`config.mk`:
```
export PLATFORM = sky130hd
export DESIGN_NAME = ldc3_bank
export DESIGN_NICKNAME = d
export VERILOG_FILES = /design/src/ldc3_bank.v
export VERILOG_INCLUDE_DIRS = /design/src
export SDC_FILE = /design/constraint.sdc
export NUM_CORES = 1
export LEC_CHECK = 0
export BUFFER_PORTS_ARGS = -buffer_cell sky130_fd_sc_hd__clkbuf_2
export CORE_ASPECT_RATIO = 1.75
export CORE_MARGIN = 1.5
export CORE_UTILIZATION = 40
export CTS_CLUSTER_SIZE = 12
export DETAILED_ROUTE_END_ITERATION = 8
export GPL_TIMING_DRIVEN = 0
export PLACE_DENSITY = 0.62
export SYNTH_ARGS = -nofsm -noshare
export SYNTH_HDL_FRONTEND = slang
export SYNTH_SLANG_ARGS = --single-unit
```
`constraint.sdc`:
```
create_clock -name clock -period 2.3 [get_ports clock]
set_clock_uncertainty 0.15 [all_clocks]
set_input_delay 0.575 -clock clock [delete_from_list [all_inputs] [get_ports clock]]
set_output_delay 0.575 -clock clock [all_outputs]
set_load 0.1 [all_outputs]
```
`src/ldc3_defs.vh`:
```
// constants for the third driver control word bank
// assumes a 16-bit serial-side word interface and a 50 MHz clock
`ifndef LDC3_DEFS_VH
`define LDC3_DEFS_VH
// How it works
// - an over-current on channel 7..11 sets its flag and turns that channel off.
// - with its recovery bit (15..11) set a tripped channel re-enables itself after a delay.
// - with recovery cleared a tripped channel stays flagged and off until the host clears its flag.
// - with its pwm enable set and the channel on, the output follows its pwm input.
// - channels 8 and 10 (bits 9, 7) follow pwm input b, channels 7, 9, 11 (bits 10, 8, 6) input a.
// - bit 5 picks recovery frequency, 0 for 1.7 kHz and 1 for 3 kHz.
// - with bit 4 set outputs stay off after a supply fault until the host clears status.
// - the tripped output goes off and is flagged whether or not recovery is enabled.
`define LDC3_WIDTH 16
`define LDC3_RESET 16'h0000
`define LDC3_OCR_MSB 15
`define LDC3_OCR_LSB 11
`define LDC3_PWM_MSB 10
`define LDC3_PWM_LSB 6
`define LDC3_FREQ_BIT 5
`define LDC3_MANUAL_BIT 4
`define LDC3_MON_MSB 3
`define LDC3_MON_LSB 0
`define LDC3_MON_LAST 4'ha
`define LDC3_PWM_B_MASK 5'h0a
`define LDC3_CLK_HZ 50000000
`define LDC3_FREQ_SLOW_HZ 1700
`define LDC3_FREQ_FAST_HZ 3000
`define LDC3_PERIOD_SLOW (`LDC3_CLK_HZ / `LDC3_FREQ_SLOW_HZ)
`define LDC3_PERIOD_FAST (`LDC3_CLK_HZ / `LDC3_FREQ_FAST_HZ)
`endif

```
`src/ldc3_bank.v`:
```
// third driver control word and the channel 7..11 gating it steers
// assumes word writes from the serial slave on the same clock
`timescale 1ns/10ps
`default_nettype none
`include "ldc3_defs.vh"
module ldc3_bank #(
	parameter SLOW_CYCLES = `LDC3_PERIOD_SLOW,
	parameter FAST_CYCLES = `LDC3_PERIOD_FAST
) (
	input wire clock,
	input wire rst,
	input wire clk_en,
	input wire wr_en,
	input wire [15:0] wr_data,
	output reg [15:0] rd_data,
	input wire [4:0] channel_on,
	input wire [4:0] overcurrent_event,
	input wire [4:0] oc_flag_clear,
	input wire status_clear,
	input wire supply_fault,
	input wire pwm_input_a,
	input wire pwm_input_b,
	output wire [4:0] driver_out,
	output wire [4:0] oc_flag,
	output reg supply_block,
	output reg monitor_enable,
	output reg [3:0] current_image_output
);
// ****************************************
// pin synchronisers
// ****************************************
reg [1:0] pwm_a_q;
reg [1:0] pwm_b_q;
always @(posedge clock)
begin
	if (rst)
	begin
		pwm_a_q <= 2'h0;
		pwm_b_q <= 2'h0;
	end
	else if (clk_en)
	begin
		pwm_a_q <= {pwm_a_q[0], pwm_input_a};
		pwm_b_q <= {pwm_b_q[0], pwm_input_b};
	end
end
// ****************************************
// control word
// ****************************************
reg [15:0] ctrl_q;
always @(posedge clock)
begin
	if (rst)
		ctrl_q <= `LDC3_RESET;
	else if (clk_en && wr_en)
		ctrl_q <= wr_data;
end
wire [4:0] ocr_en = ctrl_q[`LDC3_OCR_MSB:`LDC3_OCR_LSB];
wire [4:0] pwm_en = ctrl_q[`LDC3_PWM_MSB:`LDC3_PWM_LSB];
wire manual_restart = ctrl_q[`LDC3_MANUAL_BIT];
// bit order: index 4 is channel 7, index 0 is channel 11
wire [4:0] pwm_sel = (`LDC3_PWM_B_MASK & {5{pwm_b_q[1]}}) |
	(~`LDC3_PWM_B_MASK & {5{pwm_a_q[1]}});
// ****************************************
// recovery timer
// ****************************************
reg [15:0] rec_cnt_q;
wire [15:0] rec_period = ctrl_q[`LDC3_FREQ_BIT] ?
	FAST_CYCLES[15:0] : SLOW_CYCLES[15:0];
wire rec_tick = (rec_cnt_q >= rec_period - 16'h0001);
always @(posedge clock)
begin
	if (rst)
		rec_cnt_q <= 16'h0000;
	else if (clk_en)
		rec_cnt_q <= rec_tick ? 16'h0000 : rec_cnt_q + 16'h0001;
end
// ****************************************
// supply fault latch
// ****************************************
always @(posedge clock)
begin
	if (rst)
		supply_block <= 1'b0;
	else if (clk_en)
	begin
		if (supply_fault && manual_restart)
			supply_block <= 1'b1;
		else if (status_clear || !manual_restart)
			supply_block <= 1'b0;
	end
end
// live fault blocks at once, latch keeps it while manual_restart (bit 4) is set until status_clear
wire live_block = supply_block | supply_fault;
// ****************************************
// driver channels
// ****************************************
genvar ch;
generate
	for (ch = 0; ch < 5; ch = ch + 1)
	begin : g_chan
		ldc3_chan u_chan (
			.clock(clock),
			.rst(rst),
			.clk_en(clk_en),
			.on(channel_on[ch]),
			.ocr_en(ocr_en[ch]),
			.pwm_en(pwm_en[ch]),
			.pwm_level(pwm_sel[ch]),
			.rec_tick(rec_tick),
			.event_in(overcurrent_event[ch]),
			.flag_clear(oc_flag_clear[ch]),
			.block(live_block),
			.drive_q(driver_out[ch]),
			.flag_q(oc_flag[ch])
		);
	end
endgenerate
// ****************************************
// readback
// ****************************************
always @(posedge clock)
begin
	if (rst)
		rd_data <= 16'h0000;
	else if (clk_en)
		rd_data <= ctrl_q;
end
// ****************************************
// current monitor select
// ****************************************
wire [3:0] mon_code = ctrl_q[`LDC3_MON_MSB:`LDC3_MON_LSB];
reg mon_en_d;
always @*
begin
	case (mon_code)
	4'h0: mon_en_d = 1'b1;
	4'h1: mon_en_d = 1'b1;
	4'h2: mon_en_d = 1'b1;
	4'h3: mon_en_d = 1'b1;
	4'h4: mon_en_d = 1'b1;
	4'h5: mon_en_d = 1'b1;
	4'h6: mon_en_d = 1'b1;
	4'h7: mon_en_d = 1'b1;
	4'h8: mon_en_d = 1'b1;
	4'h9: mon_en_d = 1'b1;
	4'ha: mon_en_d = 1'b1;
	default: mon_en_d = 1'b0;
	endcase
end
always @(posedge clock)
begin
	if (rst)
	begin
		monitor_enable <= 1'b0;
		current_image_output <= 4'h0;
	end
	else if (clk_en)
	begin
		monitor_enable <= mon_en_d;
		current_image_output <= mon_code;
	end
end
endmodule

// one driver channel: trip flag and gated drive
// assumes event and clear pulses on the same clock
module ldc3_chan (
	input wire clock,
	input wire rst,
	input wire clk_en,
	input wire on,
	input wire ocr_en,
	input wire pwm_en,
	input wire pwm_level,
	input wire rec_tick,
	input wire event_in,
	input wire flag_clear,
	input wire block,
	output reg drive_q,
	output reg flag_q
);
// ****************************************
// trip flag
// ****************************************
// event applied last so a trip beats any clear
reg flag_d;
always @*
begin
	flag_d = flag_q;
	if (rec_tick && ocr_en)
		flag_d = 1'b0;
	if (flag_clear)
		flag_d = 1'b0;
	if (event_in)
		flag_d = 1'b1;
end
// ****************************************
// gated drive
// ****************************************
wire gate = on & (~pwm_en | pwm_level);
always @(posedge clock)
begin
	if (rst)
	begin
		flag_q <= 1'b0;
		drive_q <= 1'b0;
	end
	else if (clk_en)
	begin
		flag_q <= flag_d;
		drive_q <= gate & ~flag_d & ~block;
	end
end
endmodule
`default_nettype wire

```
==> results.txt, run 1 <==
Synth Flop Type = dfxtp_1
GR Util met3 = 0.04092
Cells along the critical path = buf_4 > buf_4 > ha_4 > nand4_1 > o311a_4 > o21ai_4 > clkbuf_16 > a211oi_2
Setup TNS = 0 ns
FILL cells = 689
Core area = 7515 sq um
Yosys cell types = 41
Global-route wire length before repair = 12830 um
Largest family of logic cells by synthesized area = simple AND/OR/NAND/NOR gates
Die ar. = 8215 sq um
Clock latency on the worst-skew pair = 0.33 ns
Setup crit end kind = register
Drt drc = 0
Hold_buf cts = 0
Synth top cells by count = 64 x dfxtp_1, 43 x nand2_1, 28 x nor2_1
Max_cap viols = 0
Clock transition at path regs = 0.05 ns
Top Family by Delay on Critical Path = compound AO/OA/AOI/OAI gates
Critical path's largest stage delay = 0.38 ns
Synth warn = 0
PortBufs = 69
Vias in the first global route = 2588
Met2 Use GR = 0.3648
Die Y = 118.8 um
Detail Route Antenna Nets = 0
Dominant cell type by area after synthesis = dfxtp_1
Met1 Use GR = 0.2137
GP Congestion = 0.8561
Synth area leaders = dfxtp_1 42%, mux2i_1 7.8%, nand2_1 5.3%
Simple-gate area share of the yosys netlist = 0.1948
Clk buf depth = 2
Period utilization = 0.9938
CP Buf/Inv Count = 3
Most numerous cell in the Yosys netlist = dfxtp_1
Post-Synth XOR/XNOR Area = 0.03430
Worst-margin pin slew = 0.6732 ns
Initial antenna violation count = 0
Worst setup path class = reg -> reg
CTS tree = yes
CTS buffer count = 9
Antenna Cells = 0
Row cnt = 42
Clock sink count = 64
Starting Density = 0.4078
Syn_nets = 389
DR iter-0 viols = 100
WL per Instance = 15.76 um
Count of final setup violators = 0
Seq cells post-synth = 64
Area delta synth->final = 33.65%
Gate Count Post-Synth = 338
Hold Violations, Final = 0
Vias = 2703
Post-Synth Adder-Cell Area = 0.04900
Clk Tree Root Cell = clkbuf_16
Crit-path max FO = 6
Htree depth = 3
Top Usage Layer GRT = met2
Final Critical Period = 2.286 ns
Slew headroom = 0.5512
DIE WIDTH = 69.16 um
DR vias/cell = 5.168
CP max stage cell = dfxtp_4
Yosys top cell area share = 0.4181
Total global routing overflow = 0
Hold_ws = 0.3070 ns
IO Pins = 71
FF-to-FF End = rec_cnt_q[14]$_SDFFE_PP0P_
Hold/Removal Path Class = in -> reg
Syn avg cell area = 9.066 sq um
Total Wirelength = 8240 um
Slew Limit Fails = 0
PD cells = 748.5 nW/um^2
Netlist Area Pre-Place = 3064 sq um
VDD IR max = 0.0005212 V
Status = complete, no violations
R2R depth = 8
Lkg Pwr = 1.718 nW
CP startpoint = ctrl_q[5]$_SDFFE_PP0P_
Sequential share of the synthesized area = 0.4181
Crit path launch type = register
Highest clock rate = 0.4375 GHz
Mux contribution to synthesized area = 0.07840
WP depth = 8
CP dominant cell by count = buf_4
Worst path arrival time = 2.31 ns
Hpwl dp = 5922 um
Worst r2r src = ctrl_q[5]$_SDFFE_PP0P_
CP Capture Point = rec_cnt_q[14]$_SDFFE_PP0P_
Number of synthesized flops with an enable pin = 0
Flop2flop setup slack = 0.01 ns
WP data required = 2.33 ns
Synth Area in Compound Gates = 0.1605
Post-synth ARST share = 0
Proportion of layout cells with a drive suffix above 1 = 0.3149
1st-pass router iterations = 4
Nets = 481
Largest net degree at the start of global routing = 12
Global Route Usage Sum = 0.1992
[metrics by stage]
stage	power [mW]	util	cell area (sq um)	worst slack, ns	instances
finish	3.065	0.5450	4095	0.01434	523
floorplan	1.471	-	3064	0.02536	338
CTS	3.065	0.5181	3894	0.03777	515
global placement	1.562	0.4684	3520	-0.3709	495
detailed placement	1.567	0.4684	3520	-0.4253	495
global route	3.162	0.5450	4095	-0.05523	523
[timing repair]
action | CTS | global route
hold endpoints to repair | 0 | 0
endpoints found under the setup margin | 26 | 23
cloned | 0 | 1
resized for setup | 5 | 20
setup buffers | 4 | 7
pin swaps | 3 | 8
[cell usage in the layout, fill, tap and decap left out, drive strengths merged, types with 2 or more instances in the layout]
master,netlist,layout
o22ai,7,7
a2111oi,2,2
nand2,43,43
a31oi,6,6
nand3,4,4
nor2,28,28
xnor2,8,8
nand2b,10,10
clkbuf,13,95
inv,4,4
xor2,4,4
mux2i,24,24
nor2b,11,11
nor3,4,4
nor4b,5,5
ha,12,12
buf,19,30
a21oi,26,26
nand3b,6,6
o21ai,2,2
a211oi,14,14
and3,2,2
a21o,7,7
dfxtp,64,64
bufinv,0,2
nand4,4,4
[worst min-delay path, delay by kind of cell]
kind / cells / cell delay (ns)
buf+inv: 1 / 0.08
simple gates: 1 / 0.05
compound gates: 1 / 0.05
[cell families after synthesis]
group,count (synthesis)
flops,64
fa+ha+maj,12
simple gates,121
mux,24
buf+inv,36
xor+xnor,12
compound gates,69
[layer usage]
metal / wire length (um) / part of all wire
met5: 0 / 0
met4: 178 / 0.022
met3: 270 / 0.033
met2: 4567 / 0.55
met1: 3225 / 0.39
[registers in the layout, summed over array words and instances, names as in the netlist]
register / cells
ctrl_q: 16
g_chan.u_chan.drive_q: 5
g_chan.u_chan.flag_q: 5
monitor_enable: 1
pwm_a_q: 2
pwm_b_q: 2
rd_data: 16
rec_cnt_q: 16
supply_block: 1
[report_power, final]
part           total, mW  internal [mW]  leakage (nW)  switching (mW)
Clock               1.50           1.01         0.159           0.494
Sequential          1.18           1.15         0.522          0.0319
Combinational      0.384          0.121          1.04           0.263
[how the worst min path moves through the flow]
stage | start | to | slack, ns | depth (start not counted)
floorplan | ctrl_q[3]$_SDFFE_PP0P_ | ctrl_q[3]$_SDFFE_PP0P_ | 0.29 | 2
global placement | ctrl_q[3]$_SDFFE_PP0P_ | ctrl_q[3]$_SDFFE_PP0P_ | 0.29 | 2
detailed placement | ctrl_q[3]$_SDFFE_PP0P_ | ctrl_q[3]$_SDFFE_PP0P_ | 0.30 | 2
CTS | wr_data[5] | ctrl_q[5]$_SDFFE_PP0P_ | 0.30 | 3
global route | wr_data[4] | ctrl_q[4]$_SDFFE_PP0P_ | 0.33 | 3
finish | wr_data[5] | ctrl_q[5]$_SDFFE_PP0P_ | 0.31 | 3
[layout make-up]
class | instances | area, sq um | share of cell area
plain buffers | 32 | 187.7 | 0.04583
well taps | 88 | 110.1 | 0.02689
flip-flops and latches | 64 | 1286 | 0.3141
multi-input cells | 238 | 1699 | 0.4149
repair buffers | 81 | 464.2 | 0.1134
inverters | 4 | 15.01 | 0.003666
clock buffers | 12 | 256.5 | 0.06263
clock inverters | 4 | 76.32 | 0.01864
(Power assumes the default switching activity.)
==> run 2: changes to the inputs <==
--- a/config.mk
+++ b/config.mk
@@ -9,11 +9,11 @@
 export BUFFER_PORTS_ARGS = -buffer_cell sky130_fd_sc_hd__clkbuf_2
 export CORE_ASPECT_RATIO = 1.75
 export CORE_MARGIN = 1.5
-export CORE_UTILIZATION = 40
+export CORE_UTILIZATION = 30
 export CTS_CLUSTER_SIZE = 12
 export DETAILED_ROUTE_END_ITERATION = 8
 export GPL_TIMING_DRIVEN = 0
-export PLACE_DENSITY = 0.62
+export PLACE_DENSITY = 0.48
 export SYNTH_ARGS = -nofsm -noshare
 export SYNTH_HDL_FRONTEND = slang
 export SYNTH_SLANG_ARGS = --single-unit
==> run 2 against run 1 <==
- critical path depth down 1
- worst setup slack better by 0.025 ns
- critical endpoint is now rec_cnt_q[5]$_SDFFE_PP0P_
- power up 0.88%
- worst hold slack better by 0.0026 ns
- critical path type unchanged
- non-clock buffer count down 3
- sequential power about the same
- final cell count up 6.5%
- clock-buffer cell count down 2
==> results.txt, run 2 (synthesis gave the netlist of run 1 again) <==
Setup crit end kind = register (unchanged)
PD cells = 766.1 nW/um^2 (was 748.5 nW/um^2)
Period utilization = 0.9829 (was 0.9938)
Vias in the first global route = 2703 (was 2588)
Tot Pwr = 3.092 mW (was 3.065 mW)
Design area = 4036 sq um (was 4095 sq um)
DR vias/cell = 4.763 (was 5.168)
DIE WIDTH = 79.40 um (was 69.16 um)
Starting Density = 0.3092 (was 0.4078)
Nets = 478 (was 481)
Detail Route Antenna Nets = 0 (unchanged)
Initial antenna violation count = 0 (unchanged)
Largest net degree at the start of global routing = 12 (unchanged)
Hpwl dp = 6446 um (was 5922 um)
Sw Pwr = 0.7769 mW (was 0.7882 mW)
Clk pwr share = 0.498 (was 0.490)
Global-route wire length before repair = 13530 um (was 12830 um)
Comb power frac = 0.121 (was 0.125)
Crit-path max FO = 6 (unchanged)
IO Pins = 71 (unchanged)
Die Y = 136.7 um (was 118.8 um)
Worst setup path class = reg -> reg (unchanged)
Hold Violations, Final = 0 (unchanged)
Slew headroom = 0.5775 (was 0.5512)
Clock latency on the worst-skew pair = 0.33 ns (about the same)
Status = complete, no violations (unchanged)
Crit path launch type = register (unchanged)
Global Route Usage Sum = 0.1662 (was 0.1992)
Count of final setup violators = 0 (unchanged)
Row cnt = 48 (was 42)
Highest clock rate = 0.4423 GHz (was 0.4375 GHz)
GP Congestion = 0.8010 (was 0.8561)
Cell Int Power = 2.315 mW (was 2.277 mW)
Met2 Routed Length = 4597 um (was 4567 um)
Slew Limit Fails = 0 (unchanged)
Drt drc = 0 (unchanged)
Die ar. = 10850 sq um (was 8215 sq um)
Hold/Removal Path Class = in -> reg (unchanged)
Antenna Cells = 0 (unchanged)
Sequential share of power = 0.381 (was 0.384)
Top sig layer = met4 (unchanged)
CTS tree = yes (unchanged)
Post-DP Area = 3566 sq um (was 3520 sq um)
VDD IR max = 0.0004865 V (was 0.0005212 V)
Hold_buf cts = 0 (unchanged)
Worst path arrival time = 2.29 ns (was 2.31 ns)
Core area = 9910 sq um (was 7515 sq um)
WP data required = 2.33 ns (about the same)
DP Cell Count = 532 (was 495)
Proportion of layout cells with a drive suffix above 1 = 0.2986 (was 0.3149)
CTS buffer count = 9 (unchanged)
DR iter-0 viols = 48 (was 100)
Total Wirelength = 8472 um (was 8240 um)
Final Critical Period = 2.261 ns (was 2.286 ns)
Clock sink count = 64 (unchanged)
Clk buf depth = 2 (unchanged)
Met3 routed WL = 421 um (was 270 um)
Vias = 2653 (was 2703)
Met1 wire length = 3292 um (was 3225 um)
Clock transition at path regs = 0.05 ns (about the same)
Htree depth = 3 (unchanged)
PortBufs = 69 (unchanged)
Unrepaired setup endpoints after global routing = true
Worst-margin pin slew = 0.6337 ns (was 0.6732 ns)
WL per Instance = 15.21 um (was 15.76 um)
Hold_ws = 0.3096 ns (was 0.3070 ns)
Area delta synth->final = 31.73% (was 33.65%)
Most common cell after layout, fill and taps aside = clkbuf_2 (unchanged)
1st-pass router iterations = 4 (unchanged)
Non-Filler Instances = 557 (was 523)
Lkg Pwr = 1.702 nW (was 1.718 nW)
Clk Tree Root Cell = clkbuf_16 (unchanged)
Sw Share = 0.2512 (was 0.2571)
Regs by FF count = ctrl_q x16, rd_data x16, rec_cnt_q x16 (unchanged)
Max_cap viols = 0 (unchanged)
Commonest non-fill, non-tap cells in the layout = 69 x clkbuf_2, 61 x dfxtp_1, 43 x nand2_1 (was 69 x clkbuf_2, 62 x dfxtp_1, 43 x nand2_1)
Total global routing overflow = 0 (unchanged)
-- run 2: power groups by stage --
stage,registers [mW],clock network (mW),logic (mW)
floorplan,1.25,0,0.220
global placement,1.20,0,0.367
detailed placement,1.20,0,0.369
CTS,1.18,1.58,0.370
global route,1.18,1.63,0.404
finish,1.18,1.54,0.374
-- run 2: area by class of cell --
type	count	area (sq um)
clock buffer	10	229.0
multi-input combinational	238	1635
sequential	64	1287
clock inverter	6	107.6
fill	1024	5873
buffer	32	192.7
inverter	4	15.01
tap	125	156.4
timing repair buffer	78	412.9
-- run 2: worst paths after layout --
path | startpoint | end | slack [ns] | cells past startpoint
setup / recovery | ctrl_q[5]$_SDFFE_PP0P_ | rec_cnt_q[5]$_SDFFE_PP0P_ | 0.04 | 7
hold / removal | wr_data[5] | ctrl_q[5]$_SDFFE_PP0P_ | 0.31 | 3
setup reg to reg | ctrl_q[5]$_SDFFE_PP0P_ | rec_cnt_q[5]$_SDFFE_PP0P_ | 0.04 | 7
hold reg to reg | ctrl_q[3]$_SDFFE_PP0P_ | ctrl_q[3]$_SDFFE_PP0P_ | 0.31 | 2
-- run 2: worst max-delay path, stage by stage (launching register included) --
cell      delay [ns]
dfxtp_4         0.37
buf_4           0.15
ha_1            0.29
nand4b_1        0.16
or4_4           0.50
o21ai_4         0.23
buf_4           0.19
a211oi_2        0.07
-- run 2: routing by layer --
metal / vias to the layer above / GRT usage
met5: - / 0
met4: 0 / 0.07115
met3: 11 / 0.04200
met1: 1221 / 0.1758
met2: 66 / 0.3058
li1: 1355 / -
-- run 2: what timing repair did --
| item | CTS | global route |
|---|---|---|
| pin swaps | 3 | 6 |
| setup buffers | 5 | 4 |
| endpoints found under the setup margin | 26 | 25 |
| gates resized for setup | 3 | 12 |
-- run 2: metrics by stage --
| step | TNS [ns] | setup WS (ns) | util |
|---|---|---|---|
| 3_3_place_gp | -9.355 | -0.4006 | 0.3598 |
| 2_1_floorplan | 0 | 0.02536 | - |
| 4_1_cts | 0 | 0.01226 | 0.3981 |
| 3_5_place_dp | -9.294 | -0.3850 | 0.3598 |
| 5_1_grt | -0.09638 | -0.02258 | 0.4073 |
| 6_report | 0 | 0.03934 | 0.4073 |
